[src/shared/lpm_pkg.sv]
/*
 * lpm_pkg: constants, types and register map of the low-power mode controller.
 * Assumes a single 250 MHz system clock domain and an AHB-Lite register bus.
 */
package lpm_pkg;

    // ==========================================================
    // clock and exit latencies
    localparam real CLK_MHZ          = 250.0;
    localparam real RUN_MAX_MHZ      = 32.0;
    localparam real LP_RUN_KHZ       = 131.0;
    localparam real STOP_EXIT_US     = 3.5;
    localparam real STANDBY_EXIT_US  = 60.0;
    // longest times round down
    localparam int  STOP_EXIT_CYC    = $rtoi(STOP_EXIT_US * CLK_MHZ);
    localparam int  STANDBY_EXIT_CYC = $rtoi(STANDBY_EXIT_US * CLK_MHZ);
    // cycles lost to input synchronising and output registering
    localparam int  WAKE_SLACK_CYC   = 8;
    localparam int  CNT_W            = 16;

    // ==========================================================
    // register map (byte addresses, 32-bit words)
    localparam int         ADDR_W        = 8;
    localparam logic [7:0] OFF_CFG       = 8'h00;
    localparam logic [7:0] OFF_IRQ_STAT  = 8'h04;
    localparam logic [7:0] OFF_IRQ_MASK  = 8'h08;
    localparam logic [7:0] OFF_CLK_CSR   = 8'h0C;

    // configuration register fields
    localparam int         CFG_LP_RUN    = 0;
    localparam int         CFG_STANDBY   = 1;
    localparam int         CFG_RTC       = 2;
    localparam int         CFG_INDEPENDENT_WATCHDOG      = 3;
    localparam int         CFG_LCD       = 4;
    localparam int         CFG_HSE_SEL   = 5;
    localparam int         CFG_PLL       = 6;
    localparam int         CFG_LSE       = 7;
    localparam int         CFG_LSI       = 8;
    localparam int         CFG_W         = 9;
    localparam logic [8:0] CFG_RST       = 9'h000;

    // interrupt status and mask fields
    localparam int         IRQ_SLEEP_WAKE = 0;
    localparam int         IRQ_STOP_WAKE  = 1;
    localparam int         IRQ_STBY_WAKE  = 2;
    localparam int         IRQ_W          = 3;
    localparam logic [2:0] IRQ_RST        = 3'h0;

    // clock control status register fields
    localparam int         CSR_STBY_FLAG = 0;
    localparam int         CSR_SRC_LSB   = 4;
    localparam int         CSR_STATE_LSB = 16;
    localparam int         SRC_EVENT     = 0;
    localparam int         SRC_PIN       = 1;
    localparam int         SRC_RTC       = 2;
    localparam int         SRC_WDG       = 3;
    localparam int         SRC_RST       = 4;
    localparam int         SRC_W         = 5;
    localparam logic [4:0] SRC_RST_VAL   = 5'h00;

    // ==========================================================
    // asynchronous wakeup inputs, packed into one synchroniser vector
    localparam int N_EVENT    = 8;
    localparam int N_PIN      = 3;
    localparam int N_RTC_EV   = 5;
    localparam int A_EV_LSB   = 0;
    localparam int A_PIN_LSB  = A_EV_LSB + N_EVENT;
    localparam int A_RST      = A_PIN_LSB + N_PIN;
    localparam int A_WDG      = A_RST + 1;
    localparam int A_RTC_LSB  = A_WDG + 1;
    localparam int A_W        = A_RTC_LSB + N_RTC_EV;

    // ==========================================================
    // AHB-Lite codes
    localparam logic [1:0] HTRANS_NONSEQ = 2'h2;
    localparam logic       HRESP_OKAY    = 1'h0;

    // ==========================================================
    // types
    typedef enum logic [6:0] {
        ST_RUN      = 7'h01,
        ST_LP_RUN   = 7'h02,
        ST_SLEEP    = 7'h04,
        ST_LP_SLEEP = 7'h08,
        ST_STOP     = 7'h10,
        ST_STANDBY  = 7'h20,
        ST_WAKE     = 7'h40
    } lpm_state_t;

    typedef enum logic [1:0] {
        CLK_HSI = 2'h0,
        CLK_HSE = 2'h1,
        CLK_MSI = 2'h2
    } lpm_clk_t;

    typedef struct packed {
        logic sleep_req;
        logic deep_sel;
        logic lpreg_sel;
    } lpm_core_req_t;

    typedef struct packed {
        logic reg_on;
        logic reg_lp;
        logic core_pwr;
        logic retain;
        logic cpu_clk;
        logic periph_clk;
        logic pll_en;
        logic multispeed_rc_osc;
        logic msi_min;
        logic high_speed_ext_osc;
        logic high_speed_int_osc;
        logic low_speed_ext_osc;
        logic low_speed_int_osc;
        logic rtc_clk;
        logic independent_watchdog_clk;
        logic lcd_en;
    } lpm_pwr_t;

    localparam lpm_pwr_t PWR_RST = 16'hC1FF & 16'hC0A8;

endpackage

[src/hdl/lpm_ctrl.sv]
/*
 * lpm_ctrl: low-power mode controller with an AHB-Lite register slave.
 * Assumes the core drives its requests on hclk; wakeup pins, event lines,
 * watchdog, reset pin and clock events arrive asynchronously.
 */
`timescale 1ns/1ps
module lpm_ctrl
    import lpm_pkg::*;
#(
    parameter int STANDBY_WAKE_CYC = STANDBY_EXIT_CYC
) (
    // clock and reset
    input  wire logic                  hclk,
    input  wire logic                  hresetn,
    // AHB-Lite slave
    input  wire logic                  hsel,
    input  wire logic [31:0]           haddr,
    input  wire logic [1:0]            htrans,
    input  wire logic                  hwrite,
    input  wire logic [2:0]            hsize,
    input  wire logic [31:0]           hwdata,
    input  wire logic                  hready,
    output logic      [31:0]           hrdata,
    output logic                       hreadyout,
    output logic                       hresp,
    // core side
    input  wire lpm_core_req_t         core_req,
    input  wire logic                  periph_irq,
    input  wire logic                  periph_hsi_req,
    output logic                       core_wake,
    output logic                       core_rst_n,
    // asynchronous wakeup sources
    input  wire logic [N_EVENT-1:0]    external_event_line,
    input  wire logic [N_PIN-1:0]      wakeup_pin,
    input  wire logic                  external_reset_pin_n,
    input  wire logic                  independent_watchdog_rst,
    input  wire logic [N_RTC_EV-1:0]   rtc_event,
    // power and clock controls, and the interrupt
    output lpm_pwr_t                   pwr,
    output lpm_clk_t                   sysclk_sel,
    output logic                       irq
);

    // ==========================================================
    // declarations
    lpm_state_t        state_q;
    lpm_state_t        state_d;
    logic              from_stby_q;
    logic [CNT_W-1:0]  cnt_q;
    logic [A_W-1:0]    sync1_q;
    logic [A_W-1:0]    sync2_q;
    logic [N_PIN-1:0]  pin_prev_q;
    logic [CFG_W-1:0]  cfg_q;
    logic [IRQ_W-1:0]  stat_q;
    logic [IRQ_W-1:0]  mask_q;
    logic              stby_flag_q;
    logic [SRC_W-1:0]  src_q;
    logic              wr_pend_q;
    logic              rd_pend_q;
    logic [ADDR_W-1:0] addr_q;
    lpm_pwr_t          pwr_d;
    lpm_clk_t          clk_d;
    logic              ev_any;
    logic              pin_rise;
    logic              rtc_any;
    logic              rst_pin;
    logic              wdg_rst;
    logic              stby_wake;
    logic              stop_wake;
    logic              sleep_wake;
    logic              wake_done;
    logic              rd_stat;
    logic              addr_ok;
    logic [SRC_W-1:0]  src_now;

    function automatic logic [31:0] reg_read(input logic [ADDR_W-1:0] a);
        logic [31:0] v;
        v = 32'h0000_0000;
        unique case (a)
            OFF_CFG:      v[CFG_W-1:0] = cfg_q;
            OFF_IRQ_STAT: v[IRQ_W-1:0] = stat_q;
            OFF_IRQ_MASK: v[IRQ_W-1:0] = mask_q;
            OFF_CLK_CSR: begin
                v[CSR_STBY_FLAG]                       = stby_flag_q;
                v[CSR_SRC_LSB +: SRC_W]                = src_q;
                v[CSR_STATE_LSB +: $bits(lpm_state_t)] = state_q;
            end
            default:      v = 32'h0000_0000;
        endcase
        return v;
    endfunction

    // ==========================================================
    // input synchronisers
    always_ff @(posedge hclk or negedge hresetn) begin
        if (!hresetn) begin
            sync1_q    <= '0;
            sync2_q    <= '0;
            pin_prev_q <= '0;
        end else begin
            sync1_q    <= {rtc_event, independent_watchdog_rst, ~external_reset_pin_n,
                           wakeup_pin, external_event_line};
            sync2_q    <= sync1_q;
            pin_prev_q <= sync2_q[A_PIN_LSB +: N_PIN];
        end
    end

    assign ev_any   = |sync2_q[A_EV_LSB +: N_EVENT];
    assign pin_rise = |(sync2_q[A_PIN_LSB +: N_PIN] & ~pin_prev_q);
    assign rtc_any  = |sync2_q[A_RTC_LSB +: N_RTC_EV];
    assign rst_pin  = sync2_q[A_RST];
    assign wdg_rst  = sync2_q[A_WDG];

    // standby exit sources depend on whether the clock domain is kept
    assign stby_wake = rst_pin | pin_rise | (cfg_q[CFG_RTC] & (wdg_rst | rtc_any));

    assign stop_wake  = (state_q == ST_STOP) && ev_any;
    assign sleep_wake = ((state_q == ST_SLEEP) || (state_q == ST_LP_SLEEP))
                        && (periph_irq || ev_any);
    assign wake_done  = (state_q == ST_WAKE) && (cnt_q == '0);

    always_comb begin
        src_now            = '0;
        src_now[SRC_EVENT] = ev_any;
        src_now[SRC_PIN]   = pin_rise;
        src_now[SRC_RTC]   = rtc_any & cfg_q[CFG_RTC];
        src_now[SRC_WDG]   = wdg_rst & cfg_q[CFG_RTC];
        src_now[SRC_RST]   = rst_pin;
    end

    // ==========================================================
    // mode state machine
    always_comb begin
        state_d = state_q;
        unique case (state_q)
            ST_RUN, ST_LP_RUN: begin
                if (core_req.sleep_req) begin
                    if (core_req.deep_sel) begin
                        state_d = cfg_q[CFG_STANDBY] ? ST_STANDBY : ST_STOP;
                    end else if (core_req.lpreg_sel) begin
                        state_d = ST_LP_SLEEP;
                    end else begin
                        state_d = ST_SLEEP;
                    end
                end else if (state_q == ST_RUN && cfg_q[CFG_LP_RUN]) begin
                    state_d = ST_LP_RUN;
                end else if (state_q == ST_LP_RUN && !cfg_q[CFG_LP_RUN]) begin
                    state_d = ST_RUN;
                end
            end
            ST_SLEEP, ST_LP_SLEEP: begin
                if (sleep_wake) begin
                    state_d = ST_RUN;
                end
            end
            ST_STOP: begin
                if (stop_wake) begin
                    state_d = ST_WAKE;
                end
            end
            ST_STANDBY: begin
                if (stby_wake) begin
                    state_d = ST_WAKE;
                end
            end
            ST_WAKE: begin
                if (wake_done) begin
                    state_d = ST_RUN;
                end
            end
            default: state_d = ST_RUN;
        endcase
    end

    always_ff @(posedge hclk or negedge hresetn) begin
        if (!hresetn) begin
            state_q <= ST_RUN;
        end else begin
            state_q <= state_d;
        end
    end

    // exit latency counter; slack covers synchroniser and output flops
    always_ff @(posedge hclk or negedge hresetn) begin
        if (!hresetn) begin
            cnt_q       <= '0;
            from_stby_q <= 1'b0;
        end else if (stop_wake) begin
            cnt_q       <= CNT_W'(STOP_EXIT_CYC - WAKE_SLACK_CYC);
            from_stby_q <= 1'b0;
        end else if (state_q == ST_STANDBY && stby_wake) begin
            cnt_q       <= CNT_W'(STANDBY_WAKE_CYC - WAKE_SLACK_CYC);
            from_stby_q <= 1'b1;
        end else if (state_q == ST_WAKE && cnt_q != '0) begin
            cnt_q       <= cnt_q - CNT_W'(1);
        end
    end

    // ==========================================================
    // power and clock outputs
    always_comb begin
        pwr_d                    = PWR_RST;
        // full regulator and no multispeed minimum unless a mode asks
        pwr_d.reg_lp             = 1'b0;
        pwr_d.msi_min            = 1'b0;
        clk_d                    = cfg_q[CFG_HSE_SEL] ? CLK_HSE : CLK_HSI;
        pwr_d.reg_on             = 1'b1;
        pwr_d.core_pwr           = 1'b1;
        pwr_d.retain             = 1'b1;
        pwr_d.cpu_clk            = 1'b1;
        pwr_d.periph_clk         = 1'b1;
        pwr_d.high_speed_ext_osc = cfg_q[CFG_HSE_SEL];
        pwr_d.high_speed_int_osc = !cfg_q[CFG_HSE_SEL];
        pwr_d.pll_en             = cfg_q[CFG_PLL];
        // slow clocks, watchdog and display follow configuration; standby forces the display off, and the rest off unless CFG_RTC is set
        pwr_d.low_speed_ext_osc  = cfg_q[CFG_LSE];
        pwr_d.low_speed_int_osc  = cfg_q[CFG_LSI] | cfg_q[CFG_INDEPENDENT_WATCHDOG];
        pwr_d.rtc_clk            = cfg_q[CFG_RTC];
        pwr_d.independent_watchdog_clk           = cfg_q[CFG_INDEPENDENT_WATCHDOG];
        pwr_d.lcd_en             = cfg_q[CFG_LCD];
        unique case (state_q)
            ST_RUN: pwr_d.reg_lp = 1'b0;
            ST_SLEEP: begin
                pwr_d.cpu_clk = 1'b0;
            end
            ST_LP_RUN, ST_LP_SLEEP: begin
                pwr_d.reg_lp             = 1'b1;
                pwr_d.cpu_clk            = (state_q == ST_LP_RUN);
                pwr_d.pll_en             = 1'b0;
                pwr_d.high_speed_ext_osc = 1'b0;
                pwr_d.high_speed_int_osc = 1'b0;
                pwr_d.multispeed_rc_osc  = 1'b1;
                pwr_d.msi_min            = 1'b1;
                clk_d                    = CLK_MSI;
            end
            ST_STOP: begin
                pwr_d.reg_lp             = 1'b1;
                pwr_d.cpu_clk            = 1'b0;
                pwr_d.periph_clk         = 1'b0;
                pwr_d.pll_en             = 1'b0;
                pwr_d.high_speed_ext_osc = 1'b0;
                pwr_d.high_speed_int_osc = periph_hsi_req;
                pwr_d.rtc_clk            = cfg_q[CFG_RTC];
            end
            ST_STANDBY: begin
                pwr_d.reg_on             = 1'b0;
                pwr_d.reg_lp             = 1'b0;
                pwr_d.core_pwr           = 1'b0;
                pwr_d.retain             = 1'b0;
                pwr_d.cpu_clk            = 1'b0;
                pwr_d.periph_clk         = 1'b0;
                pwr_d.pll_en             = 1'b0;
                pwr_d.high_speed_ext_osc = 1'b0;
                pwr_d.high_speed_int_osc = 1'b0;
                pwr_d.lcd_en             = 1'b0;
                if (!cfg_q[CFG_RTC]) begin
                    pwr_d.low_speed_ext_osc = 1'b0;
                    pwr_d.low_speed_int_osc = 1'b0;
                    pwr_d.independent_watchdog_clk          = 1'b0;
                end
            end
            ST_WAKE: begin
                // the exit path always runs from the multispeed oscillator
                pwr_d.cpu_clk            = 1'b0;
                pwr_d.pll_en             = 1'b0;
                pwr_d.high_speed_ext_osc = 1'b0;
                pwr_d.high_speed_int_osc = 1'b0;
                pwr_d.multispeed_rc_osc  = 1'b1;
                clk_d                    = CLK_MSI;
            end
            default: pwr_d = PWR_RST;
        endcase
    end

    always_ff @(posedge hclk or negedge hresetn) begin
        if (!hresetn) begin
            pwr        <= PWR_RST;
            sysclk_sel <= CLK_HSI;
            core_wake  <= 1'b0;
            core_rst_n <= 1'b1;
        end else begin
            pwr        <= pwr_d;
            sysclk_sel <= clk_d;
            core_wake  <= wake_done | sleep_wake;
            // core logic restarts from reset after standby
            core_rst_n <= !((state_q == ST_WAKE) && from_stby_q);
        end
    end

    // ==========================================================
    // AHB-Lite slave: writes zero wait, reads one wait state
    assign addr_ok = hsel && hready && (htrans == HTRANS_NONSEQ);
    assign rd_stat = rd_pend_q && (addr_q == OFF_IRQ_STAT);

    always_ff @(posedge hclk or negedge hresetn) begin
        if (!hresetn) begin
            wr_pend_q <= 1'b0;
            rd_pend_q <= 1'b0;
            addr_q    <= '0;
            hreadyout <= 1'b1;
            hrdata    <= 32'h0000_0000;
            hresp     <= HRESP_OKAY;
        end else begin
            wr_pend_q <= addr_ok && hwrite;
            rd_pend_q <= addr_ok && !hwrite;
            hresp     <= HRESP_OKAY;
            if (addr_ok) begin
                addr_q <= haddr[ADDR_W-1:0];
            end
            if (addr_ok && !hwrite) begin
                hreadyout <= 1'b0;
            end else begin
                hreadyout <= 1'b1;
            end
            if (rd_pend_q) begin
                hrdata <= reg_read(addr_q);
            end
        end
    end

    // configuration and mask; both fall back to reset after standby
    always_ff @(posedge hclk or negedge hresetn) begin
        if (!hresetn) begin
            cfg_q  <= CFG_RST;
            mask_q <= IRQ_RST;
        end else if (state_q == ST_STANDBY && stby_wake) begin
            cfg_q  <= CFG_RST;
            mask_q <= IRQ_RST;
        end else if (wr_pend_q) begin
            if (addr_q == OFF_CFG) begin
                cfg_q <= hwdata[CFG_W-1:0];
            end
            if (addr_q == OFF_IRQ_MASK) begin
                mask_q <= hwdata[IRQ_W-1:0];
            end
        end else if (state_q == ST_LP_SLEEP && sleep_wake) begin
            cfg_q[CFG_LP_RUN] <= 1'b0;
        end
    end

    // interrupt flags: read clears, a new event in that cycle wins
    always_ff @(posedge hclk or negedge hresetn) begin
        if (!hresetn) begin
            stat_q <= IRQ_RST;
        end else begin
            stat_q <= (rd_stat ? IRQ_RST : stat_q)
                      | {wake_done & from_stby_q, stop_wake, sleep_wake};
        end
    end

    always_ff @(posedge hclk or negedge hresetn) begin
        if (!hresetn) begin
            irq <= 1'b0;
        end else begin
            irq <= |(stat_q & mask_q);
        end
    end

    // status survives standby; write one to the flag clears it
    always_ff @(posedge hclk or negedge hresetn) begin
        if (!hresetn) begin
            stby_flag_q <= 1'b0;
            src_q       <= SRC_RST_VAL;
        end else begin
            if (state_q == ST_STANDBY && stby_wake) begin
                stby_flag_q <= 1'b1;
                src_q       <= src_now;
            end else if (stop_wake) begin
                src_q       <= src_now;
            end else if (wr_pend_q && addr_q == OFF_CLK_CSR
                         && hwdata[CSR_STBY_FLAG]) begin
                stby_flag_q <= 1'b0;
            end
        end
    end

endmodule

[config.mk]
export PLATFORM = sky130hd
export DESIGN_NAME = lpm_ctrl
export DESIGN_NICKNAME = d
export VERILOG_FILES = /design/src/shared/lpm_pkg.sv /design/src/hdl/lpm_ctrl.sv
export SDC_FILE = /design/constraint.sdc
export NUM_CORES = 1
export LEC_CHECK = 0
export BUFFER_PORTS_ARGS = -buffer_cell sky130_fd_sc_hd__clkbuf_2
export CAP_MARGIN = 20
export CORE_UTILIZATION = 48
export CTS_CLUSTER_SIZE = 16
export DETAILED_ROUTE_END_ITERATION = 10
export GPL_TIMING_DRIVEN = 0
export PLACE_DENSITY = 0.74
export SYNTH_ARGS = -nofsm -noshare
export SYNTH_HDL_FRONTEND = slang
export SYNTH_SLANG_ARGS = --single-unit
[constraint.sdc]
create_clock -name hclk -period 5.9 [get_ports hclk]
set_input_delay 0.59 -clock hclk [delete_from_list [all_inputs] [get_ports hclk]]
set_output_delay 0.59 -clock hclk [all_outputs]
set_load 0.02 [all_outputs]
==> results of run 1 <==
[registers in the layout, indices dropped and copies added, names as in the netlist, 3 cells and up]
name,flops
addr_q,8
cfg_q,9
cnt_q,16
hrdata,16
mask_q,3
pin_prev_q,3
pwr,15
src_q,5
stat_q,3
state_q,7
sync1_q,18
sync2_q,18
[logic make-up after synthesis]
kind of cell | count (synthesis)
flops | 130
other cells | 1
fa+ha+maj | 1
xor+xnor | 9
mux | 17
buf+inv | 72
simple gates | 155
compound gates | 100
[path summary, 6_finish.rpt]
check | end | slack [ns] | cells past startpoint
hold / removal | state_q[2] | 0.07 | 1
hold reg to reg | sync2_q[8] | 0.34 | 0
max in group asynchronous | core_rst_n | 5.07 | 2
setup / recovery | mask_q[1] | 2.83 | 8
setup reg to reg | mask_q[1] | 2.83 | 8
min in group hclk | sync1_q[9] | 0.29 | 1
[layer usage]
metal / GRT usage / vias to the layer above
met5: 0 / -
met4: 0.0772 / 0
li1: - / 1941
met1: 0.295 / 2047
met2: 0.367 / 164
met3: 0.0518 / 14
[critical path: cells and delay by family, from the launching register on]
kind                   cells  cell delay (ns)
buffers and inverters      4             1.18
flip-flops                 1             0.36
AO/OA/AOI/OAI              1             0.26
AND/OR/NAND/NOR            3             1.13
[stage by stage]
step	util	power (mW)	setup slack [ns]	cells	hold slack, ns
5_1_grt	0.618	3.23	2.63	758	0.0738
3_3_place_gp	0.558	1.96	2.38	725	0.332
3_5_place_dp	0.561	2.00	2.92	726	0.335
4_1_cts	0.618	3.08	2.87	758	0.0694
2_1_floorplan	-	1.75	3.51	501	0.294
6_report	0.618	3.07	2.83	758	0.0724
[power by group]
part | switching, mW | total (mW) | internal (mW)
logic | 0.449 | 0.762 | 0.313
registers | 0.140 | 1.23 | 1.09
clock network | 0.406 | 1.08 | 0.671
[synth_stat cells, types with 4 or more instances]
cell type | instances | area [sq um]
a21o_1 | 4 | 30.0
a21oi_1 | 23 | 115
a22oi_1 | 6 | 45.0
a31oi_1 | 8 | 50.1
and2_1 | 7 | 43.8
buf_4 | 19 | 143
clkbuf_1 | 18 | 67.6
dfrtp_1 | 122 | 3050
dfstp_2 | 8 | 210
inv_1 | 28 | 105
mux2_2 | 10 | 113
mux2i_1 | 6 | 60.1
nand2_1 | 23 | 86.3
nand2b_1 | 10 | 62.6
nand3_1 | 21 | 105
nand3b_1 | 4 | 30.0
nand4_1 | 5 | 31.3
nor2_1 | 29 | 109
nor3_1 | 8 | 40.0
nor3b_1 | 4 | 30.0
nor4_1 | 12 | 75.1
o211ai_1 | 4 | 30.0
o21ai_0 | 18 | 90.1
o221a_2 | 5 | 56.3
o31ai_1 | 5 | 37.5
or3_1 | 11 | 68.8
or4_1 | 7 | 52.6
xnor2_1 | 4 | 35.0
xor2_1 | 5 | 43.8
[area by class of cell]
type                       count  share of cell area
buffer                        44              0.0367
multi-input combinational    299               0.280
clock inverter                14              0.0272
clock buffer                  18              0.0636
timing repair buffer          85              0.0676
tap                          140              0.0259
sequential                   130               0.483
inverter                      28              0.0156
==> results.json, run 1 <==
{
  "synth-xor-area-share": 0.0145,
  "period_share": 0.520,
  "worst_hold_path_type": "input port to asynchronous set/reset pin",
  "vdd_drop_max_uv": 260,
  "cts_resized": 0,
  "dp_hpwl_um": 8330,
  "cts_made_buffers": 17,
  "power_leakage_nw": 3.19,
  "first_pass_iters": 6,
  "worstMarginPinSlew_ns": 0.939,
  "worst-setup-path-type": "flip-flop to flip-flop",
  "synth-seq-cells": 130,
  "fin_tns_setup_ns": 0,
  "crit_top_cell": "clkbuf_1",
  "wl_met2_um": 6010,
  "slowest_stage": "or4_1",
  "cts_tree": "yes",
  "htreeDepth": 4,
  "start_util": 0.498,
  "worstPathRequired_ns": 6.18,
  "areaGrowthSynthToFinish_pct": 24.0,
  "hold_violations": 0,
  "fmax_mhz": 326,
  "grt_pass1_vias": 4097,
  "final_common_cell": "dfrtp_1",
  "drv_cap": 0,
  "final_cell_mix": "dfrtp_1 (122), clkbuf_2 (83), nor2_1 (29)",
  "synth-seq-area-share": 0.599,
  "wire_per_inst_um": 16.1,
  "fill_cells": 900,
  "cts_sinks": 130,
  "cp-start-kind": "flip-flop",
  "layout-drive-gt1-share": 0.280,
  "core_area_sq_mm": 0.0109,
  "fp.dieArea_sq_mm": 0.0118,
  "crit_path_max_fanout": 10,
  "rows": 38,
  "synth-edff-count": 0,
  "holdBufCountCts": 0,
  "yosys_warnings": 0,
  "multi_input_area_sq_mm": 0.00189,
  "min_period_ns": 3.07,
  "path_clk_slew_ns": 0.06,
  "placedInstanceArea_sq_mm": 0.00614,
  "synthCells": 485,
  "maxSlewHeadroom": 0.374,
  "synthMuxAreaShare": 0.0358,
  "synthAdderAreaFrac": 0.00230,
  "num-nets-final": 703,
  "crit_start": "state_q[2]",
  "slew_viol_final": 0,
  "wl_met3_um": 691,
  "synth-compound-area-share": 0.125,
  "n_antenna_cell": 0,
  "track_usage": 0.225,
  "wl_met1_um": 5330,
  "yosys.cell_types.count": 63,
  "antenna_found_initial": 0,
  "gp_congestion": 0.858,
  "synth_simple_gate_area_share": 0.158,
  "seqCellArea_sq_mm": 0.00326,
  "die_h_um": 109,
  "io_pins": 152,
  "synth.avg_cell_area_sq_um": 11.2,
  "drc": 0,
  "drt_wl_total_um": 12200,
  "ctsRootBufferMaster": "clkbuf_16",
  "grt_overflow": 0,
  "grt_pass1_wl_um": 20100,
  "setup_viol": 0,
  "grt_setup_unrepaired": "false",
  "slowest_delay_ns": 0.55,
  "path_cells": "clkbuf_1, or4_1, nor3_2, inv_1, a31oi_1, clkbuf_1, buf_2, nor2_1",
  "synth_top_family_by_area": "simple AND/OR/NAND/NOR gates",
  "vias": 4166,
  "power_density_mw_per_mm2": 454,
  "port_buffers": 84,
  "clkLatencyLatePin_ns": 0.41,
  "synthArstFlopShare": 1.00,
  "crit_arrival_ns": 3.35,
  "post-route-cell-area_sq_mm": 0.00675,
  "die_x_um": 109,
  "timing.rr.start": "state_q[2]",
  "synth-main-ff-cell": "dfrtp_1",
  "vias_per_cell": 5.50,
  "drtIter0Drc": 381,
  "status": "complete, no violations",
  "mappedNetlistArea_sq_mm": 0.00545,
  "ant_nets": 0,
  "cts_max_path_buffers": 2,
  "topRoutingLayerUsed": "met4",
  "post-cts-setup-buffers": 0,
  "clock-skew-final_ns": 0.0108,
  "critPathCaptureType": "flip-flop",
  "grt_max_degree": 103
}
Power figures use the tool's default switching activity.
==> run 2: changes to the inputs <==
- ABC_AREA: default -> 1
- clock period: 5.9 -> 3.08 ns (I/O delays scaled with it)
==> results.json, run 2 <==
{
  "core_area_sq_mm": 0.0110,
  "synth-main-ff-cell": "dfrtp_1",
  "p_total_mw": 5.55,
  "cts_resized": 0,
  "final_common_cell": "nand2_1",
  "worst_slack_ns": 1.17,
  "dp_hpwl_um": 8290,
  "path_cells": "inv_1, ha_1, nand2_1, nor2_1, nand2_1, nand2_4, nand2_1, nor2_4, nand2_2, nand2_1, nand2_1",
  "clkLatencyLatePin_ns": 0.42,
  "timing.rr.start": "cnt_q[0]",
  "crit_start": "cnt_q[0]",
  "hold_violations": 0,
  "crit_path_max_fanout": 10,
  "finish.utilization": 0.634,
  "cts_tree": "yes",
  "status": "complete, no violations",
  "grt_pass1_wl_um": 19700,
  "drv_cap": 0,
  "die_h_um": 109,
  "vias": 4450,
  "ant_nets": 0,
  "worst_hold_path_type": "input port to flip-flop",
  "dp_slack_ns": 1.22,
  "power_density_mw_per_mm2": 793,
  "critPathCaptureType": "flip-flop",
  "post-cts-setup-buffers": 0,
  "finalNonFillerCells": 889,
  "worstMarginPinSlew_ns": 0.516,
  "path_buf_inv": 1,
  "synth-seq-area-share": 0.590,
  "path_delay_family": "simple AND/OR/NAND/NOR gates",
  "start_util": 0.501,
  "cts_sinks": 130,
  "slowest_stage": "dfrtp_1",
  "fmax_mhz": 525,
  "grt_overflow": 0,
  "mappedNetlistArea_sq_mm": 0.00553,
  "power_leakage_nw": 3.59,
  "dp.cells": 839,
  "path_clk_slew_ns": 0.07,
  "n_antenna_cell": 0,
  "io_pins": 152,
  "drt_wl_total_um": 11800,
  "synth.avg_cell_area_sq_um": 9.25,
  "gp_congestion": 0.906,
  "placedInstanceArea_sq_mm": 0.00622,
  "port_buffers": 84,
  "synth-edff-count": 0,
  "die_x_um": 109,
  "areaGrowthSynthToFinish_pct": 26.5,
  "wire_per_inst_um": 13.3,
  "post-route-cell-area_sq_mm": 0.00699,
  "holdBufCountCts": 18,
  "synthCells": 598,
  "worstHoldStart": "external_reset_pin_n",
  "cts_made_buffers": 17,
  "min_period_ns": 1.91,
  "num-nets-final": 834,
  "crit_top_cell": "nand2_1",
  "first_pass_iters": 5,
  "slowest_delay_ns": 0.37,
  "track_usage": 0.219,
  "synth_top_area_share": 0.552,
  "yosys_warnings": 0,
  "fin_tns_setup_ns": 0,
  "slew_viol_final": 0,
  "clock-skew-final_ns": 0.00763,
  "rows": 38,
  "cts_max_path_buffers": 2,
  "worst_hold_slack_ns": 0.0300,
  "maxSlewHeadroom": 0.654,
  "htreeDepth": 4,
  "yosys-top-cells-area": "dfrtp_1 (55%), nand2_1 (10%), nand3_1 (4.8%)",
  "synthArstFlopShare": 1.00,
  "setup_viol": 0,
  "period_share": 0.619,
  "final_cell_mix": "nand2_1 (154), dfrtp_1 (122), clkbuf_2 (83)",
  "cp-start-kind": "flip-flop",
  "antenna_found_initial": 0,
  "reg.largest.list": "sync1_q (18), sync2_q (18)",
  "grt_pass1_vias": 4344,
  "worstPathRequired_ns": 3.39,
  "drtIter0Drc": 337,
  "crit_arrival_ns": 2.21,
  "synth_top_area_cell": "dfrtp_1",
  "layout-drive-gt1-share": 0.251,
  "worst-setup-path-type": "flip-flop to flip-flop",
  "ctsRootBufferMaster": "clkbuf_16",
  "grt_max_degree": 73,
  "synth.most_common_cell": "nand2_1",
  "grt_setup_unrepaired": "false",
  "vdd_drop_max_uv": 503,
  "vias_per_cell": 5.01,
  "fp.dieArea_sq_mm": 0.0120,
  "yosys.cell_types.count": 42,
  "synthTopCellsByCount": "nand2_1 (154), dfrtp_1 (122), nor2_1 (56)",
  "drc": 0,
  "synth-seq-cells": 130
}
run 2: kinds of logic (layout without fill, tap and decap cells):
family | count (synthesis) | after routing | synth area share
simple gates | 309 | 309 | 0.258
flops | 130 | 130 | 0.590
buf+inv | 94 | 229 | 0.0814
compound gates | 62 | 62 | 0.0656
fa+ha+maj | 1 | 1 | 0.00226
other cells | 1 | 17 | 0.000678
xor+xnor | 1 | 1 | 0.00158
run 2: path summary, 6_finish.rpt:
kind / to / depth (start not counted) / slack [ns]
min in group asynchronous: hrdata[5] / 2 / 0.42
worst max-delay path: state_q[2] / 11 / 1.17
worst min register to register: sync2_q[0] / 0 / 0.35
worst max register to register: state_q[2] / 11 / 1.17
worst min-delay path: sync1_q[11] / 2 / 0.03
max in group asynchronous: core_rst_n / 3 / 1.92
run 2: power breakdown:
part | switching (mW) | total [mW] | internal (mW) | leakage [nW]
logic | 0.916 | 1.39 | 0.470 | 1.67
clock network | 0.867 | 1.95 | 1.09 | 0.290
registers | 0.194 | 2.21 | 2.02 | 1.63
run 2: final cells by class:
class | instances | area (sq um)
fill | 892 | 4040
sequential | 130 | 3260
multi-input combinational | 390 | 1880
timing repair buffer | 103 | 637
clock buffer | 17 | 425
inverter | 66 | 253
buffer | 28 | 198
tap | 140 | 175
clock inverter | 15 | 166
run 2: routing by layer:
metal | wire length (um) | vias up | track usage
met2 | 5900 | 183 | 0.377
li1 | - | 2162 | -
met5 | 0 | - | 0
met4 | 176 | 0 | 0.0943
met3 | 787 | 16 | 0.0451
met1 | 4960 | 2089 | 0.266
==> run 3: changes to the inputs <==
- clock period: 3.08 -> 1.8 ns (I/O delays scaled with it)
==> results.json, run 3 (synthesized netlist as in run 2, its figures left out) <==
{
  "status": "complete, no violations",
  "crit_arrival_ns": 2.04,
  "fp.dieArea_sq_mm": 0.0120,
  "period_share": 0.965,
  "fmax_mhz": 576,
  "die_h_um": 109,
  "areaGrowthSynthToFinish_pct": 30.7,
  "p_switching_mw": 3.45,
  "clock_power_share": 0.345,
  "worst-setup-path-type": "flip-flop to flip-flop",
  "worst_slack_ns": 0.0634,
  "die_x_um": 109,
  "dp_hpwl_um": 8290,
  "n_antenna_cell": 0,
  "sw_frac_of_total": 0.357,
  "path_clk_slew_ns": 0.06,
  "crit_path_max_fanout": 7,
  "p_seq_frac": 0.392,
  "drt_wl_total_um": 12300,
  "vdd_drop_max_uv": 862,
  "rows": 38,
  "ctsRootBufferMaster": "clkbuf_16",
  "vias_per_cell": 5.00,
  "layout-drive-gt1-share": 0.268,
  "grt_overflow": 0,
  "power_leakage_nw": 3.69,
  "reg.largest.list": "sync1_q (18), sync2_q (18)",
  "grt_max_degree": 73,
  "hold_violations": 0,
  "ant_nets": 0,
  "cts_tree": "yes",
  "clkLatencyLatePin_ns": 0.42,
  "wire_per_inst_um": 13.5,
  "fin_tns_setup_ns": 0,
  "final_common_cell": "nand2_1",
  "gp_congestion": 0.906,
  "min_period_ns": 1.74,
  "grt_setup_unrepaired": "true",
  "num-nets-final": 857,
  "cts_max_path_buffers": 2,
  "power_density_mw_per_mm2": 1340,
  "dp_slack_ns": -0.0568,
  "vias": 4562,
  "drtIter0Drc": 303,
  "slew_viol_final": 0,
  "p_total_mw": 9.66,
  "worstPathRequired_ns": 2.10,
  "p_int_mw": 6.21,
  "comb_power_share": 0.262,
  "core_area_sq_mm": 0.0110,
  "clock-skew-final_ns": 0.00735,
  "drc": 0,
  "cp-start-kind": "flip-flop",
  "cts_made_buffers": 17,
  "worst_hold_slack_ns": 0.0125,
  "finish.utilization": 0.655,
  "drv_cap": 0,
  "first_pass_iters": 5,
  "start_util": 0.501,
  "critPathCaptureType": "flip-flop",
  "worst_hold_path_type": "input port to flip-flop",
  "io_pins": 152,
  "final_cell_mix": "nand2_1 (153), dfrtp_1 (120), clkbuf_2 (83)",
  "track_usage": 0.223,
  "htreeDepth": 4,
  "antenna_found_initial": 0,
  "setup_viol": 0,
  "grt_pass1_vias": 4437,
  "port_buffers": 84,
  "grt_pass1_wl_um": 20100,
  "cts_sinks": 130
}
run 3: cell type report:
type	instances	area [sq um]
inverters	66	253
repair buffers	126	842
plain buffers	28	200
flip-flops and latches	130	3270
clock inverters	15	166
clock buffers	17	425
multi-input cells	390	1900
well taps	140	175
fillers	851	3800
run 3: path summary, 6_finish.rpt:
| path | from | end | slack [ns] | cells past startpoint |
|---|---|---|---|---|
| setup / recovery | state_q[1] | cnt_q[10] | 0.06 | 9 |
| hold / removal | hwdata[7] | cfg_q[7] | 0.01 | 3 |
| setup reg to reg | state_q[1] | cnt_q[10] | 0.06 | 9 |
| hold reg to reg | sync1_q[0] | sync2_q[0] | 0.35 | 0 |
| max in group asynchronous | hresetn | core_rst_n | 0.76 | 3 |
| min in group asynchronous | hresetn | hrdata[5] | 0.29 | 2 |
run 3: worst max-delay path: stages (launching register included):
cell     delay [ns]
dfrtp_1        0.42
nor2_2         0.19
nand2_4        0.12
nor2_4         0.21
nand2_4        0.10
buf_4          0.16
inv_2          0.11
nand2_1        0.08
o21ai_0        0.17
nor2_1         0.06
run 3: repair_timing:
action | in CTS | in global routing
pin swaps | 1 | 6
hold buffers | 31 | 0
setup endpoints to repair | 6 | 37
setup buffers | 2 | 8
resized for setup | 2 | 9
hold endpoints to repair | 89 | 0
run 3: stage by stage:
step / area, sq um / std cells
finish: 7230 / 912
global route: 7230 / 912
CTS: 7140 / 904
detailed placement: 6220 / 839
global placement: 6190 / 838
floorplan: 5590 / 614
run 3: power by group through the flow:
stage | Clock [mW] | Combinational, mW | Sequential (mW)
detailed placement | 0 | 2.31 | 3.83
CTS | 3.38 | 2.41 | 3.78
floorplan | 0 | 1.57 | 3.91
global placement | 0 | 2.25 | 3.81
finish | 3.34 | 2.53 | 3.79
global route | 3.53 | 2.87 | 3.84
run 3: layer usage:
layer / GRT usage / up-vias / wire length, um
met5: 0 / - / 0
met4: 0.104 / 0 / 229
met3: 0.0474 / 21 / 760
met2: 0.380 / 170 / 6160
met1: 0.272 / 2160 / 5130
li1: - / 2211 / -
